File: src/rtl/esr_pkg.sv
package esr_pkg;
  localparam int unsigned ESR_FC_W = 8;
  localparam int unsigned ESR_ADDR_W = 16;
  localparam int unsigned ESR_QTY_W = 16;
  localparam int unsigned ESR_WORD_W = 32;
  localparam int unsigned ESR_REG_W = 16;
  // Function codes
  localparam logic [7:0] ESR_FC_READ_HOLD = 8'h03;
  localparam logic [7:0] ESR_FC_READ_INPUT = 8'h04;
  localparam logic [7:0] ESR_FC_EXC_FLAG = 8'h80;
  // Exception codes
  localparam logic [7:0] ESR_EX_NONE = 8'h00;
  localparam logic [7:0] ESR_EX_ILL_FUNC = 8'h01;
  localparam logic [7:0] ESR_EX_ILL_ADDR = 8'h02;
  localparam logic [7:0] ESR_EX_ILL_VALUE = 8'h03;
  localparam logic [7:0] ESR_EX_DEV_FAIL = 8'h04;
  localparam logic [7:0] ESR_EX_ACK = 8'h05;
  localparam logic [7:0] ESR_EX_BUSY = 8'h06;
  // Register map (register indices)
  localparam logic [15:0] ESR_INPUT_STATE_IDX = 16'h0004;
  localparam logic [15:0] ESR_INPUT_LAST = 16'h0005;
  localparam logic [15:0] ESR_HOLD_STATE_IDX = 16'h0062;
  localparam logic [15:0] ESR_HOLD_LAST = 16'h0063;
  localparam logic [15:0] ESR_QTY_MIN = 16'h0001;
  localparam logic [15:0] ESR_QTY_MAX = 16'h007D;
  // Status word field positions
  localparam int unsigned ESR_BIT_SCALE = 0;
  localparam int unsigned ESR_BIT_DIR = 1;
  localparam int unsigned ESR_BIT_ALARM = 8;
  localparam logic [31:0] ESR_STATE_RESET = 32'h0000_0000;
endpackage

File: src/rtl/esr_state_word.sv
`timescale 1ns/10ps
`default_nettype none
module esr_state_word
  import esr_pkg::*;
(
  input wire logic clock_in,
  input wire logic rst_in,
  input wire logic scale_en_in,
  input wire logic shaft_turn_left_in,
  input wire logic alarm_any_in,
  output logic [31:0] state_word_out
);
  typedef struct packed {
    logic [31:0] word;
  } esr_sw_s;

  esr_sw_s state_reg;
  esr_sw_s state_next;

  always_comb
  begin
    state_next = '0;
    state_next.word[ESR_BIT_SCALE] = scale_en_in;
    state_next.word[ESR_BIT_DIR] = shaft_turn_left_in;
    state_next.word[ESR_BIT_ALARM] = alarm_any_in;
  end

  always_ff @(posedge clock_in)
  begin
    if (rst_in)
      state_reg <= '{word: ESR_STATE_RESET};
    else
      state_reg <= state_next;
  end

  assign state_word_out = state_reg.word;

  a_unused_bits_zero: assert property (@(posedge clock_in) disable iff (rst_in)
    (state_word_out & ~32'h0000_0103) == 32'h0000_0000)
    else $error("unused status bits not zero");

  a_dir_follows: assert property (@(posedge clock_in) disable iff (rst_in)
    ##1 state_word_out[ESR_BIT_DIR] == $past(shaft_turn_left_in))
    else $error("direction bit stale");

  a_alarm_follows: assert property (@(posedge clock_in) disable iff (rst_in)
    ##1 state_word_out[ESR_BIT_ALARM] == $past(alarm_any_in))
    else $error("alarm bit stale");

  a_scale_follows: assert property (@(posedge clock_in) disable iff (rst_in)
    $rose(scale_en_in) |=> state_word_out[ESR_BIT_SCALE])
    else $error("scaling bit stale");
endmodule // esr_state_word
`default_nettype wire

File: src/rtl/esr_reply.sv
`timescale 1ns/10ps
`default_nettype none
// Function
// - Status bit 1 mirrors counting direction
// - Status bit 8 flags any active alarm
// - Remaining status bits carry no function
// - Status also readable as holding 98-99
// - Good servable request gets normal response
// - Lost or corrupt request gets no response
// - Unservable request gets exception response
// - Normal response echoes function code
// - Function code msb reserved for exceptions
// - Exception sets msb: code plus 80h
// - Exception carries one exception code
// - Code 01: unsupported function or state
// - Code 02: range beyond last register
// - Code 03: structurally malformed request
// - Code 04: internal failure during action
// - Code 05: long programming command accepted
// - Code 06: busy with previous command
// - Status bit 0 mirrors scaling enable
// - Input registers read-only via function 04
module esr_reply
  import esr_pkg::*;
(
  input wire logic clock_in,
  input wire logic rst_in,
  // Live device settings
  input wire logic scale_en_in,
  input wire logic shaft_turn_left_in,
  input wire logic alarm_any_in,
  input wire logic configured_in,
  input wire logic internal_fault_in,
  input wire logic prog_busy_in,
  // Request from the transport side
  input wire logic req_valid_in,
  input wire logic req_comm_err_in,
  input wire logic req_len_err_in,
  input wire logic req_prog_cmd_in,
  input wire logic [7:0] req_func_in,
  input wire logic [15:0] req_addr_in,
  input wire logic [15:0] req_qty_in,
  // Response toward the transport side
  output logic rsp_valid_out,
  output logic rsp_exception_out,
  output logic [7:0] rsp_func_out,
  output logic [7:0] rsp_exc_code_out,
  output logic [7:0] rsp_byte_count_out,
  output logic [31:0] rsp_data_out,
  output logic [31:0] state_word_out
);
  ////////////////////////////////////////////////////////////////////////////
  // Status word

  logic [31:0] state_word;

  esr_state_word u_state_word (
    .clock_in(clock_in),
    .rst_in(rst_in),
    .scale_en_in(scale_en_in),
    .shaft_turn_left_in(shaft_turn_left_in),
    .alarm_any_in(alarm_any_in),
    .state_word_out(state_word)
  );

  assign state_word_out = state_word;

  ////////////////////////////////////////////////////////////////////////////
  // Request decoding

  // End address of a read, widened so a wrap is seen as out of range
  function automatic logic [16:0] esr_end_addr(input logic [15:0] a, input logic [15:0] q);
    esr_end_addr = {1'b0, a} + {1'b0, q} - 17'h0_0001;
  endfunction

  // Register read: only the two status word halves exist here
  function automatic logic [15:0] esr_read_half(input logic [15:0] idx, input logic [15:0] base,
                                                input logic [31:0] word);
    if (idx == base)
      esr_read_half = word[31:16];
    else
      esr_read_half = word[15:0];
  endfunction

  typedef struct packed {
    logic valid;
    logic exception;
    logic [7:0] func;
    logic [7:0] exc_code;
    logic [7:0] byte_count;
    logic [31:0] data;
  } esr_rsp_s;

  esr_rsp_s rsp_reg;
  esr_rsp_s rsp_next;

  logic func_known;
  logic [15:0] base_idx;
  logic [15:0] last_idx;
  logic [16:0] end_idx;
  logic addr_ok;
  logic qty_ok;
  logic [7:0] exc_sel;
  logic [15:0] half_a;
  logic [15:0] half_b;

  always_comb
  begin
    func_known = 1'b0;
    base_idx = ESR_INPUT_STATE_IDX;
    last_idx = ESR_INPUT_LAST;
    if (req_func_in == ESR_FC_READ_INPUT)
    begin
      func_known = 1'b1;
      base_idx = ESR_INPUT_STATE_IDX;
      last_idx = ESR_INPUT_LAST;
    end
    else if (req_func_in == ESR_FC_READ_HOLD)
    begin
      func_known = 1'b1;
      base_idx = ESR_HOLD_STATE_IDX;
      last_idx = ESR_HOLD_LAST;
    end
  end

  // Quantity outside the legal span is a structural fault
  assign qty_ok = (req_qty_in >= ESR_QTY_MIN) && (req_qty_in <= ESR_QTY_MAX);
  assign end_idx = esr_end_addr(req_addr_in, req_qty_in);
  // Exactly ending on the last register is fine
  assign addr_ok = (req_addr_in >= base_idx) && (end_idx <= {1'b0, last_idx});

  // Priority follows the order a server would test: function, state, shape, address
  always_comb
  begin
    exc_sel = ESR_EX_NONE;
    if (!func_known || !configured_in || req_func_in[7])
      exc_sel = ESR_EX_ILL_FUNC;
    else if (req_len_err_in || !qty_ok)
      exc_sel = ESR_EX_ILL_VALUE;
    else if (!addr_ok)
      exc_sel = ESR_EX_ILL_ADDR;
    else if (prog_busy_in)
      exc_sel = ESR_EX_BUSY;
    else if (internal_fault_in)
      exc_sel = ESR_EX_DEV_FAIL;
    else if (req_prog_cmd_in)
      exc_sel = ESR_EX_ACK;
  end

  assign half_a = esr_read_half(req_addr_in, base_idx, state_word);
  assign half_b = esr_read_half(req_addr_in + 16'h0001, base_idx, state_word);

  ////////////////////////////////////////////////////////////////////////////
  // Response build

  always_comb
  begin
    rsp_next = '0;
    // Corrupted request is simply dropped; the client times out
    if (req_valid_in && !req_comm_err_in)
    begin
      rsp_next.valid = 1'b1;
      if (exc_sel != ESR_EX_NONE)
      begin
        rsp_next.exception = 1'b1;
        rsp_next.func = req_func_in | ESR_FC_EXC_FLAG;
        rsp_next.exc_code = exc_sel;
        rsp_next.byte_count = 8'h01;
        rsp_next.data = {24'h00_0000, exc_sel};
      end
      else
      begin
        rsp_next.func = req_func_in;
        rsp_next.byte_count = {req_qty_in[6:0], 1'b0};
        if (req_qty_in == ESR_QTY_MIN)
          rsp_next.data = {16'h0000, half_a};
        else
          rsp_next.data = {half_a, half_b};
      end
    end
  end

  always_ff @(posedge clock_in)
  begin
    if (rst_in)
      rsp_reg <= '0;
    else
      rsp_reg <= rsp_next;
  end

  assign rsp_valid_out = rsp_reg.valid;
  assign rsp_exception_out = rsp_reg.exception;
  assign rsp_func_out = rsp_reg.func;
  assign rsp_exc_code_out = rsp_reg.exc_code;
  assign rsp_byte_count_out = rsp_reg.byte_count;
  assign rsp_data_out = rsp_reg.data;

  ////////////////////////////////////////////////////////////////////////////
  // Checks

  a_no_reply_err: assert property (@(posedge clock_in) disable iff (rst_in)
    (!req_valid_in || req_comm_err_in) |=> !rsp_valid_out)
    else $error("response sent for bad request");

  a_reply_good: assert property (@(posedge clock_in) disable iff (rst_in)
    (req_valid_in && !req_comm_err_in) |=> rsp_valid_out)
    else $error("good request not answered");

  a_echo_normal: assert property (@(posedge clock_in) disable iff (rst_in)
    (rsp_valid_out && !rsp_exception_out) |-> rsp_func_out == $past(req_func_in))
    else $error("function code not echoed");

  a_exc_msb_set: assert property (@(posedge clock_in) disable iff (rst_in)
    (rsp_valid_out && rsp_exception_out) |-> rsp_func_out == ($past(req_func_in) | 8'h80))
    else $error("exception msb wrong");

  a_exc_code_data: assert property (@(posedge clock_in) disable iff (rst_in)
    (rsp_valid_out && rsp_exception_out) |-> rsp_data_out[7:0] == rsp_exc_code_out && rsp_exc_code_out != 8'h00)
    else $error("exception code missing");

  a_unknown_func: assert property (@(posedge clock_in) disable iff (rst_in)
    (req_valid_in && !req_comm_err_in && req_func_in != 8'h03 && req_func_in != 8'h04)
    |=> rsp_exception_out && rsp_exc_code_out == 8'h01)
    else $error("unsupported function not code 01");

  a_addr_range: assert property (@(posedge clock_in) disable iff (rst_in)
    (req_valid_in && !req_comm_err_in && configured_in && req_func_in == 8'h03 && !req_len_err_in
     && req_addr_in == 16'h0062 && req_qty_in == 16'h0003) |=> rsp_exc_code_out == 8'h02)
    else $error("range overrun not code 02");

  a_hold_mirror: assert property (@(posedge clock_in) disable iff (rst_in)
    (req_valid_in && !req_comm_err_in && configured_in && req_func_in == 8'h03 && !req_len_err_in
     && !prog_busy_in && !internal_fault_in && !req_prog_cmd_in
     && req_addr_in == 16'h0062 && req_qty_in == 16'h0002) |=> rsp_data_out == $past(state_word))
    else $error("holding copy differs");

  a_busy_code: assert property (@(posedge clock_in) disable iff (rst_in)
    (rsp_valid_out && rsp_exc_code_out == 8'h06) |-> $past(prog_busy_in))
    else $error("busy code without busy");

  a_fail_code: assert property (@(posedge clock_in) disable iff (rst_in)
    (rsp_valid_out && rsp_exc_code_out == 8'h04) |-> $past(internal_fault_in))
    else $error("failure code without fault");

  a_msb_func_code: assert property (@(posedge clock_in) disable iff (rst_in)
    (req_valid_in && !req_comm_err_in && req_func_in[7])
    |=> rsp_exception_out && rsp_exc_code_out == ESR_EX_ILL_FUNC)
    else $error("reserved msb function not code 01");

  a_unconfig_code: assert property (@(posedge clock_in) disable iff (rst_in)
    (req_valid_in && !req_comm_err_in && !configured_in)
    |=> rsp_exception_out && rsp_exc_code_out == ESR_EX_ILL_FUNC)
    else $error("unconfigured read not code 01");

  a_len_code: assert property (@(posedge clock_in) disable iff (rst_in)
    (req_valid_in && !req_comm_err_in && configured_in && req_len_err_in
     && (req_func_in == ESR_FC_READ_HOLD || req_func_in == ESR_FC_READ_INPUT))
    |=> rsp_exc_code_out == ESR_EX_ILL_VALUE)
    else $error("length fault not code 03");

  a_qty_code: assert property (@(posedge clock_in) disable iff (rst_in)
    (req_valid_in && !req_comm_err_in && configured_in && (req_qty_in < ESR_QTY_MIN || req_qty_in > ESR_QTY_MAX)
     && (req_func_in == ESR_FC_READ_HOLD || req_func_in == ESR_FC_READ_INPUT))
    |=> rsp_exc_code_out == ESR_EX_ILL_VALUE)
    else $error("bad quantity not code 03");

  a_exact_end: assert property (@(posedge clock_in) disable iff (rst_in)
    (req_valid_in && !req_comm_err_in && configured_in && !req_len_err_in && req_func_in == ESR_FC_READ_HOLD
     && req_addr_in == ESR_HOLD_LAST && req_qty_in == ESR_QTY_MIN)
    |=> rsp_valid_out && rsp_exc_code_out != ESR_EX_ILL_ADDR)
    else $error("read ending on last register refused");

  a_below_base: assert property (@(posedge clock_in) disable iff (rst_in)
    (req_valid_in && !req_comm_err_in && configured_in && !req_len_err_in && req_func_in == ESR_FC_READ_HOLD
     && req_addr_in < ESR_HOLD_STATE_IDX && req_qty_in == ESR_QTY_MIN)
    |=> rsp_exc_code_out == ESR_EX_ILL_ADDR)
    else $error("missing register not code 02");

  a_input_overrun: assert property (@(posedge clock_in) disable iff (rst_in)
    (req_valid_in && !req_comm_err_in && configured_in && !req_len_err_in && req_func_in == ESR_FC_READ_INPUT
     && req_addr_in == ESR_INPUT_LAST && req_qty_in == 16'h0002)
    |=> rsp_exc_code_out == ESR_EX_ILL_ADDR)
    else $error("input overrun not code 02");

  a_input_mirror: assert property (@(posedge clock_in) disable iff (rst_in)
    (req_valid_in && !req_comm_err_in && configured_in && !req_len_err_in && req_func_in == ESR_FC_READ_INPUT
     && !prog_busy_in && !internal_fault_in && !req_prog_cmd_in
     && req_addr_in == ESR_INPUT_STATE_IDX && req_qty_in == 16'h0002)
    |=> rsp_data_out == $past(state_word))
    else $error("input copy differs");

  a_busy_answer: assert property (@(posedge clock_in) disable iff (rst_in)
    (req_valid_in && !req_comm_err_in && configured_in && !req_len_err_in && req_func_in == ESR_FC_READ_HOLD
     && prog_busy_in && req_addr_in == ESR_HOLD_STATE_IDX && req_qty_in == 16'h0002)
    |=> rsp_exc_code_out == ESR_EX_BUSY)
    else $error("busy read not code 06");

  a_fault_answer: assert property (@(posedge clock_in) disable iff (rst_in)
    (req_valid_in && !req_comm_err_in && configured_in && !req_len_err_in && req_func_in == ESR_FC_READ_HOLD
     && !prog_busy_in && internal_fault_in && req_addr_in == ESR_HOLD_STATE_IDX && req_qty_in == 16'h0002)
    |=> rsp_exc_code_out == ESR_EX_DEV_FAIL)
    else $error("faulted read not code 04");

  a_ack_answer: assert property (@(posedge clock_in) disable iff (rst_in)
    (req_valid_in && !req_comm_err_in && configured_in && !req_len_err_in && req_func_in == ESR_FC_READ_HOLD
     && !prog_busy_in && !internal_fault_in && req_prog_cmd_in
     && req_addr_in == ESR_HOLD_STATE_IDX && req_qty_in == 16'h0002)
    |=> rsp_exc_code_out == ESR_EX_ACK)
    else $error("programming command not code 05");

  a_ack_code: assert property (@(posedge clock_in) disable iff (rst_in)
    (rsp_valid_out && rsp_exc_code_out == ESR_EX_ACK) |-> $past(req_prog_cmd_in))
    else $error("acknowledge code without command");

  a_no_ack_plain: assert property (@(posedge clock_in) disable iff (rst_in)
    (req_valid_in && !req_comm_err_in && !req_prog_cmd_in)
    |=> rsp_exc_code_out != ESR_EX_ACK)
    else $error("acknowledge code for plain read");

  a_exc_count: assert property (@(posedge clock_in) disable iff (rst_in)
    (rsp_valid_out && rsp_exception_out) |-> rsp_byte_count_out == 8'h01)
    else $error("exception byte count not one");

  a_normal_code: assert property (@(posedge clock_in) disable iff (rst_in)
    (rsp_valid_out && !rsp_exception_out) |-> rsp_exc_code_out == ESR_EX_NONE)
    else $error("normal reply carries exception code");

  a_normal_count: assert property (@(posedge clock_in) disable iff (rst_in)
    (rsp_valid_out && !rsp_exception_out) |-> {8'h00, rsp_byte_count_out} == 16'($past(req_qty_in) << 1))
    else $error("normal byte count wrong");

  a_qty1_data: assert property (@(posedge clock_in) disable iff (rst_in)
    (rsp_valid_out && !rsp_exception_out && $past(req_qty_in) == ESR_QTY_MIN) |-> rsp_data_out[31:16] == 16'h0000)
    else $error("single register reply has upper data");

  a_flag_msb: assert property (@(posedge clock_in) disable iff (rst_in)
    rsp_valid_out |-> rsp_exception_out == rsp_func_out[7])
    else $error("exception flag and function msb differ");

  a_idle_quiet: assert property (@(posedge clock_in) disable iff (rst_in)
    !rsp_valid_out |-> !rsp_exception_out && rsp_func_out == 8'h00 && rsp_exc_code_out == 8'h00
    && rsp_byte_count_out == 8'h00 && rsp_data_out == 32'h0000_0000)
    else $error("response fields set without valid");

  a_scale_tracks: assert property (@(posedge clock_in) disable iff (rst_in)
    ##1 state_word_out[ESR_BIT_SCALE] == $past(scale_en_in))
    else $error("scaling bit does not track");

  a_unused_zero: assert property (@(posedge clock_in) disable iff (rst_in)
    state_word_out[31:9] == 23'h00_0000 && state_word_out[7:2] == 6'h00)
    else $error("unused status bits not zero at top");

  a_reset_clears: assert property (@(posedge clock_in)
    rst_in |=> !rsp_valid_out && state_word_out == ESR_STATE_RESET)
    else $error("outputs not cleared by reset");
endmodule // esr_reply
`default_nettype wire

File: config.mk
export PLATFORM = sky130hd
export DESIGN_NAME = esr_reply
export DESIGN_NICKNAME = d
export VERILOG_FILES = /design/src/rtl/esr_pkg.sv /design/src/rtl/esr_state_word.sv /design/src/rtl/esr_reply.sv
export SDC_FILE = /design/constraint.sdc
export NUM_CORES = 1
export LEC_CHECK = 0
export BUFFER_PORTS_ARGS = -buffer_cell sky130_fd_sc_hd__buf_4
export CELL_PAD_IN_SITES_DETAIL_PLACEMENT = 1
export CELL_PAD_IN_SITES_GLOBAL_PLACEMENT = 2
export CORE_AREA = 5 5 126 128
export CTS_BUF_LIST = sky130_fd_sc_hd__clkbuf_2
export CTS_CLUSTER_SIZE = 40
export DETAILED_ROUTE_END_ITERATION = 8
export DIE_AREA = 0 0 131 133
export GPL_TIMING_DRIVEN = 0
export PLACE_DENSITY_LB_ADDON = 0.1
export SLEW_MARGIN = 20
export SYNTH_ARGS = -nofsm -noshare
export SYNTH_HDL_FRONTEND = slang
export SYNTH_SLANG_ARGS = --single-unit
export TNS_END_PERCENT = 50
File: constraint.sdc
create_clock -name clock_in -period 4 [get_ports clock_in]
set_clock_uncertainty 0.05 [all_clocks]
set_input_delay 0.6 -clock clock_in [delete_from_list [all_inputs] [get_ports clock_in]]
set_output_delay 0.6 -clock clock_in [all_outputs]
set_load 0.03 [all_outputs]
==> metrics.txt, run 1 <==
status=completed; crit start category=input port; I/O Buffers=82; Syn Inst Count=451; clk slew on worst S/H paths=0.17 ns; # fillers=1838; Total Routed Length=11160 um; RSZ-0062 raised after global routing=false; TritonCTS Sinks=30; Total Die Area=around 17000 sq um; R2R Path End=rsp_data_out[0]; register area share after synthesis=approximately 18%; Overall Global Routing Usage=12.29%; grt met1 use=approximately 17%; CP peak stage delay=~0.51 ns; Reg2Reg Depth=3; Chip Height=133 um; global-route wire length before repair=between 15000 and 20000 um; worst r2r src=u_state_word.state_word_out[0]; Synth Area per Inst=7.571 sq um; Layout Utilization=roughly a third; DR WL/cell=14.09 um; Min Clock Period, post-route=3.901 ns; met3 Use GR=2.059%; CP Cell Sequence=buf_4 > clkinvlp_4 > ha_1 > inv_2 > ha_4 > a21o_4 > o21bai_4 > xor2_1 > ha_1 > a211o_1 > a21oi_1 > a21oi_1 > o22ai_1 > o221a_2 > nand4_1 > buf_6 > or4_4 > o22ai_2; Initial Util=23.15%; largest net degree at the start of global routing=11; grt ovf=0; die span in x=roughly 130 um; Setup TNS Final=0 ns; Hold Fails Final Rpt=0; vias in the first global route=3514; CP endpoint kind=flop; Worst Setup Slack post-DPL=-0.8393 ns; CP max stage cell=or4_4; GR peak layer=met2; Clock Tree Buf Depth=2; R2R setup slack=2.96 ns; Final Max Tran Viols=0; CTS root buf=clkbuf_2; area delta synth->final=39.68%; Pleak=2.319 nW; via count=3472; VDD IR-drop max=0.00006697 V; CTS tree=yes; # IOs=142; H-tree Lvls=2; Row Count=45; top_reg_cell synth=dfxtp_1; maximum fanout along the worst path=5; worst slew pin tran=slightly below 0.8 ns; Worst setup endpoint=rsp_data_out[1]; Distinct cells, synth=64; Skew-Pair Late Insertion Delay=0.35 ns; Via density=roughly 4.4; Ys Warns=0; origin of the worst setup path=req_addr_in[5]; final setup fails=0; Hold Buf Count CTS=0; Core ar.=about 15000 sq um; Final Cycle Share=97.52%; routability cong.=0.7560; n_diodes=0; WP data arrival=4.15 ns; initial antenna violation count=0; drt pass-1 iters=4; DRT antenna net count=0; pwr dens=around 220 nW/um^2; Residual DRC=0; Hold Path Class=in2reg; Max-slew headroom=47.12%; Syn Std Cell Area=3415 sq um; met2 GRT Util=between 20% and 30%; total CTS buffers=5; Final Power=1.067 mW; Final nets=between 600 and 700; critical path class=in2reg; layout cells sized above 1=roughly a third; HPWL Detailed=9673 um; number of synthesized flops with an enable pin=0; worst endpoint required time=around 4.3 ns; First DRT Iteration DRCs=between 100 and 150; final setup margin=approximately 0.099 ns; achievable frequency=256.4 MHz; Yosys reg bits=30; Synth async-reset ratio=0%; max capacitance violation total=0
==> worst min path at each step <==
stage / depth (start not counted) / endpoint / from
3_3_place_gp: 2 / rsp_data_out[8] / u_state_word.state_word_out[8]
4_1_cts: 2 / u_state_word.state_word_out[0] / rst_in
5_1_grt: 2 / u_state_word.state_word_out[0] / rst_in
6_report: 2 / u_state_word.state_word_out[0] / rst_in
2_1_floorplan: 2 / rsp_data_out[8] / u_state_word.state_word_out[8]
3_5_place_dp: 2 / rsp_data_out[8] / u_state_word.state_word_out[8]
==> worst max-delay path: cells and delay by family <==
kind                     cells  cell delay (ns)
adder cells (fa/ha/maj)      3             0.87
AND/OR/NAND/NOR              2             0.67
XOR/XNOR                     1             0.15
AO/OA/AOI/OAI                8             1.35
buffers and inverters        4             0.48
==> sequential cells by signal (all words and copies together) (netlist names) <==
register / count
rsp_func_out: 8
rsp_byte_count_out: 7
rsp_data_out: 7
rsp_exc_code_out: 3
u_state_word.state_word_out: 3
rsp_exception_out: 1
rsp_valid_out: 1
==> through the flow <==
| step | instances | hold slack, ns | cell area, sq um |
|---|---|---|---|
| 2_1_floorplan | 509 | 0.5191 | 3632 |
| 3_3_place_gp | 779 | 0.4110 | 4483 |
| 3_5_place_dp | 779 | 0.4198 | 4483 |
| 4_1_cts | 791 | 0.3178 | 4633 |
| 5_1_grt | 792 | 0.2880 | 4770 |
| 6_report | 792 | 0.3538 | 4770 |
==> cell usage after synthesis (all sizes together) (2+ instances only) <==
cell     instances  share of area [%]
or3              3               0.55
a41oi            4                1.5
nor3            13                2.2
nand2b           6                1.1
dfxtp           30                 18
mux2             2               0.66
clkbuf           5               0.55
a2111oi          4                1.2
buf             65                 14
or2              3               0.55
o31a             3               0.77
o21a             5                1.1
o311a            2               0.59
nor2b            4               0.73
xor2             2               0.51
o21ai           14                2.1
nand4           10                1.8
a211oi           6                1.3
a311oi           2               0.51
and2             9                1.6
a31oi            2               0.55
o22ai            3               0.55
and3             3               0.55
a21oi           14                2.1
xnor2            4                1.0
nand3           11                1.8
ha              40                 15
nand3b           2               0.44
mux2i            2               0.59
inv             71                7.8
or4              5                1.5
nand2           31                3.4
a21o             6                1.3
nor2            20                2.2
nor3b            3               0.66
o221a            2               0.66
nor4b            4                1.0
nor4            19                3.7
o211ai           4               0.88
==> cell type report <==
type,instances,area (sq um),share of cell area [%]
multi-input cells,338,2457,51.52
repair buffers,88,668.1,14.01
flip-flops and latches,30,600.6,12.59
plain buffers,69,499.2,10.47
inverters,71,270.3,5.666
well taps,188,235.2,4.932
clock buffers,6,30.03,0.6296
clock inverters,2,8.758,0.1836
==> logic make-up (layout without fill, tap and decap cells) <==
logic type | count (synthesis) | count (layout) | share of synthesized area (%)
adders and majority gates | 41 | 41 | 15.24
AOI/OAI and AO/OA | 78 | 78 | 16.86
DFF | 30 | 30 | 17.59
xor gates and xnor gates | 6 | 6 | 1.539
muxes | 4 | 4 | 1.246
and+or+nand+nor | 150 | 150 | 24.95
buffers and inverters | 141 | 236 | 22.46
other | 1 | 59 | 0.1098
==> power by group <==
part / internal (mW) / leakage [nW] / switching, mW / total [mW]
logic: 0.254 / 2.04 / 0.364 / 0.618
clock network: 0.0431 / 0.0304 / 0.0995 / 0.143
registers: 0.304 / 0.244 / 0.00254 / 0.307
total: 0.601 / 2.32 / 0.466 / 1.07
==> timing repair <==
action                                  4_1_cts  5_1_grt
gates resized for setup                      14       23
pin swaps                                     4        7
endpoints found under the setup margin       19       17
buffers inserted                              4        2
==> placed cells by master (no fill, tap or decap), drive strengths merged, types with 5 or more instances in the layout <==
| cell | netlist | routed |
|---|---|---|
| and2 | 9 | 9 |
| nand2 | 31 | 31 |
| clkbuf | 5 | 11 |
| ha | 40 | 40 |
| nand2b | 6 | 6 |
| inv | 71 | 70 |
| nor2 | 20 | 20 |
| or4 | 5 | 5 |
| o21ai | 14 | 14 |
| buf | 65 | 152 |
| nor3 | 13 | 13 |
| nand4 | 10 | 10 |
| nor4 | 19 | 19 |
| a211oi | 6 | 6 |
| dfxtp | 30 | 30 |
| nand3 | 11 | 11 |
| a21oi | 14 | 14 |
| conb | 1 | 59 |
| o21a | 5 | 5 |
| a21o | 6 | 6 |
==> layer usage <==
layer / vias up / part of all wire [%]
met5: - / 0
met4: 0 / 0
met3: 0 / 5.9
met2: 98 / 48
met1: 1611 / 46
li1: 1763 / -
Power figures use the tool's default switching activity.
==> run 2: changes to the inputs <==
CELL_PAD_IN_SITES_DETAIL_PLACEMENT = not set   (was 1)
CELL_PAD_IN_SITES_GLOBAL_PLACEMENT = not set   (was 2)
CORE_AREA = 5 5 113 115   (was 5 5 126 128)
DIE_AREA = 0 0 118 120   (was 0 0 131 133)
PLACE_DENSITY_LB_ADDON = not set   (was 0.1)
==> metrics.txt, run 2 (same netlist as run 1, synthesis figures left out) <==
family with the most delay on the worst path=simple AND/OR/NAND/NOR gates; Reg2Reg Depth=3; CP max stage cell=or4_4; H-tree Lvls=2; I/O Buffers=82; drt pass-1 iters=8; Total Die Area=between 10000 and 15000 sq um; Hold Path Class=in2reg; Final Max Tran Viols=0; layout cells sized above 1=35.04%; HPWL Detailed=about 7800 um; Sw Ratio=43.53%; most common cell after layout, fill and taps aside=buf_4; Worst setup endpoint=rsp_data_out[8]; Setup TNS Final=0 ns; worst endpoint required time=4.25 ns; Residual DRC=0; Flop pwr share=29.0%; clk slew on worst S/H paths=around 0.15 ns; CTS tree=yes; routability cong.=0.7963; CP endpoint kind=flop; WP data arrival=4.18 ns; final instance area=4771 sq um; # IOs=142; pwr dens=221.6 nW/um^2; WHS=around 0.36 ns; die span in x=roughly 120 um; First DRT Iteration DRCs=186; Int Pwr=0.5969 mW; global-route wire length before repair=15450 um; area delta synth->final=39.72%; dpl cell area=4432 sq um; final setup margin=0.07417 ns; Final Power=between 1 and 1.5 mW; CP peak stage delay=0.53 ns; Row Count=40; Worst Setup Slack post-DPL=-0.7569 ns; max reg flops=8; Max-slew headroom=between 40% and 50%; DRT antenna net count=0; grt ovf=0; Post-Layout Cell Count=752; VDD IR-drop max=0.0001295 V; Pleak=2.354 nW; R2R Path End=rsp_data_out[0]; CTS root buf=clkbuf_2; critical path depth=20; Via density=around 4.5; maximum fanout along the worst path=8; Min Clock Period, post-route=3.926 ns; combinational share of power=between 50% and 60%; worst slew pin tran=a little under 0.9 ns; Final Cycle Share=98.15%; NetSw=0.4601 mW; via count=3419; Core ar.=11710 sq um; Final nets=697; critical path class=in2reg; achievable frequency=254.7 MHz; Total Routed Length=9522 um; crit start category=input port; Hold Fails Final Rpt=0; largest net degree at the start of global routing=11; total CTS buffers=5; vias in the first global route=about 3400; TritonCTS Sinks=30; worst r2r src=u_state_word.state_word_out[0]; Post-Place Cells=738; status=completed; initial antenna violation count=0; n_diodes=0; most frequent cells in the layout=buf_4 (149), inv_1 (64), conb_1 (59); DR WL/cell=12.66 um; R2R setup slack=2.98 ns; final setup fails=0; Overall Global Routing Usage=12.64%; Skew-Pair Late Insertion Delay=0.35 ns; max capacitance violation total=0; Clock Tree Buf Depth=2; Layout Utilization=40.74%; Chip Height=between 100 and 150 um; origin of the worst setup path=req_addr_in[1]; clock power share=13.5%; Initial Util=29.16%; CP Cell Sequence=buf_4 > inv_2 > ha_1 > inv_2 > ha_4 > inv_1 > fa_2 > nand2b_4 > nand2_1 > a21oi_1 > xnor2_1 > ha_2 > and4b_1 > a21oi_1 > o22ai_1 > o221a_2 > nand4_1 > buf_4 > or4_4 > nor2_2; # fillers=1229; WP buf/inv=5
run 2: what timing repair did:
item	in CTS	in global routing
resized for setup	16	28
buffers inserted	3	4
setup endpoints to repair	16	19
pin swaps	4	11
hold buffers	0	0
run 2: how the worst min path moves through the flow:
stage                                         from                             end  slack [ns]  cells past startpoint
floorplan           u_state_word.state_word_out[8]                 rsp_data_out[8]        0.52                      2
global placement    u_state_word.state_word_out[8]                 rsp_data_out[8]        0.40                      2
detailed placement  u_state_word.state_word_out[8]                 rsp_data_out[8]        0.42                      2
CTS                                         rst_in  u_state_word.state_word_out[0]        0.35                      2
global route                                rst_in  u_state_word.state_word_out[0]        0.31                      2
finish                                      rst_in  u_state_word.state_word_out[0]        0.36                      2
run 2: layer usage:
layer | vias to the layer above | GRT usage (%) | wire length (um)
met4 | 0 | 2.867 | 166
li1 | 1762 | - | -
met2 | 120 | 22.28 | 4666
met1 | 1525 | 15.50 | 4104
met3 | 12 | 3.110 | 585
met5 | - | 0 | 0
run 2: power by group through the flow:
stage          logic (mW)  registers (mW)  clock network [mW]
2_1_floorplan       0.395           0.324                   0
3_3_place_gp        0.532           0.313                   0
3_5_place_dp        0.541           0.314                   0
4_1_cts             0.562           0.307               0.147
5_1_grt             0.675           0.308               0.168
6_report            0.608           0.307               0.142
run 2: area by class of cell:
cell class / instances / area, sq um / area share (%)
clock inverters: 2 / 8.758 / 0.1836
clock buffers: 6 / 30.03 / 0.6294
plain buffers: 69 / 499.2 / 10.46
multi-input cells: 338 / 2510 / 52.61
repair buffers: 89 / 668.1 / 14.00
inverters: 71 / 270.3 / 5.665
flip-flops and latches: 30 / 600.6 / 12.59
well taps: 147 / 183.9 / 3.855
run 2: worst register-to-register path: stages (launching register included):
cell and delay, ns:
dfxtp_1 0.40, a41oi_2 0.11, nor4_1 0.25, o21a_1 0.15
==> run 3: changes to the inputs <==
RECOVER_POWER = 25   (was not set)
==> metrics.txt, run 3 (same netlist as run 1, synthesis figures left out) <==
most common cell after layout, fill and taps aside=buf_4; pwr dens=222.4 nW/um^2; Worst Setup Slack post-DPL=-0.7569 ns; Core ar.=11710 sq um; total CTS buffers=5; initial antenna violation count=0; Hold Path Class=in2reg; GR peak layer=met2; n_diodes=0; met3 Use GR=3.110%; critical path class=in2reg; largest net degree at the start of global routing=11; clock power share=a little over an eighth; WP data arrival=4.18 ns; combinational share of power=57.5%; Residual DRC=0; Row Count=40; CTS root buf=clkbuf_2; Total Routed Length=between 9000 and 10000 um; grt met1 use=between 10% and 20%; CP endpoint kind=flop; Total Die Area=around 14000 sq um; Hold Fails Final Rpt=0; Setup TNS Final=0 ns; global-route wire length before repair=15450 um; max reg flops=8; CTS tree=yes; WHS=0.4143 ns; most frequent cells in the layout=buf_4 (137), inv_1 (64), conb_1 (59); maximum fanout along the worst path=8; Via density=4.545; worst slew pin tran=0.8710 ns; grt ovf=0; Post-Place Cells=738; area delta synth->final=38.73%; Skew-Pair Late Insertion Delay=0.34 ns; I/O Buffers=82; routability cong.=0.7963; Flop pwr share=29.1%; DR WL/cell=12.66 um; max capacitance violation total=0; final setup fails=0; TritonCTS Sinks=30; die span in x=118 um; NetSw=0.4590 mW; final setup margin=0.07006 ns; Max-slew headroom=41.94%; First DRT Iteration DRCs=209; Pleak=2.314 nW; R2R setup slack=between 2 and 3 ns; met2 GRT Util=22.28%; drt pass-1 iters=4; status=completed; Hold Buf Count CTS=0; HPWL Detailed=7799 um; Int Pwr=between 0.5 and 0.6 mW; Overall Global Routing Usage=12.64%; Final Max Tran Viols=0; Layout Utilization=40.45%; Clock Tree Buf Depth=2; H-tree Lvls=2; # IOs=142; Min Clock Period, post-route=just under 4 ns; achievable frequency=254.5 MHz; VDD IR-drop max=0.0001269 V; via count=3418; clk slew on worst S/H paths=0.15 ns; DRT antenna net count=0; Post-Layout Cell Count=752; vias in the first global route=3356; worst endpoint required time=about 4.3 ns; Sw Ratio=43.56%; Chip Height=~120 um; Final Cycle Share=98.25%; Final nets=697; Initial Util=29.16%; layout cells sized above 1=33.55%; crit start category=input port
==> run 3: critical path: stages <==
cell and delay [ns]:
buf_4 0.13, inv_2 0.06, ha_1 0.31, inv_2 0.08, ha_4 0.14, inv_1 0.05
fa_2 0.34, nand2b_4 0.17, nand2_1 0.06, a21oi_1 0.08, xnor2_1 0.15, ha_2 0.35
and4b_1 0.20, a21oi_1 0.08, o22ai_1 0.19, o221a_2 0.20, nand4_1 0.14, buf_4 0.19
or4_4 0.53, nor2_2 0.11
==> run 3: per-layer routing <==
metal  vias to the layer above  part of all wire (%)
met5                         -                     0
met4                         0                   1.7
met3                        12                   6.0
met2                       120                    49
met1                      1524                    43
li1                       1762                     -
==> run 3: path summary, 6_finish.rpt <==
path	from	endpoint	cells past startpoint
max	req_addr_in[1]	rsp_data_out[8]	20
min	req_func_in[2]	rsp_func_out[2]	2
max reg2reg	u_state_word.state_word_out[0]	rsp_data_out[0]	3
min reg2reg	u_state_word.state_word_out[8]	rsp_data_out[8]	2
==> run 3: through the flow <==
| step | power [mW] | area [sq um] |
|---|---|---|
| detailed placement | 0.8548 | 4432 |
| floorplan | 0.7196 | 3632 |
| CTS | 1.016 | 4588 |
| finish | 1.054 | 4737 |
| global placement | 0.8454 | 4432 |
| global route | 1.148 | 4737 |
==> run 3: what timing repair did <==
item                       CTS  global route
pin swaps                    4            11
hold endpoints to repair     0             0
setup endpoints to repair   16            19
setup buffers                3             4
gates resized for setup     16            28
==> run 3: cell type report <==
| cell class | instances | area (sq um) |
|---|---|---|
| Buffer | 69 | 499.2 |
| Clock buffer | 6 | 30.03 |
| Clock inverter | 2 | 8.758 |
| Fill cell | 1243 | 6974 |
| Inverter | 71 | 270.3 |
| Multi-Input combinational cell | 338 | 2510 |
| Sequential cell | 30 | 600.6 |
| Tap cell | 147 | 183.9 |
| Timing Repair Buffer | 89 | 634.4 |
==> run 3: power by group through the flow <==
stage	Clock [mW]	Combinational [mW]	Sequential, mW
after global placement	0	0.532	0.313
final	0.141	0.605	0.307
after floorplan	0	0.395	0.324
after global routing	0.168	0.672	0.308
after CTS	0.147	0.562	0.307
after detailed placement	0	0.541	0.314
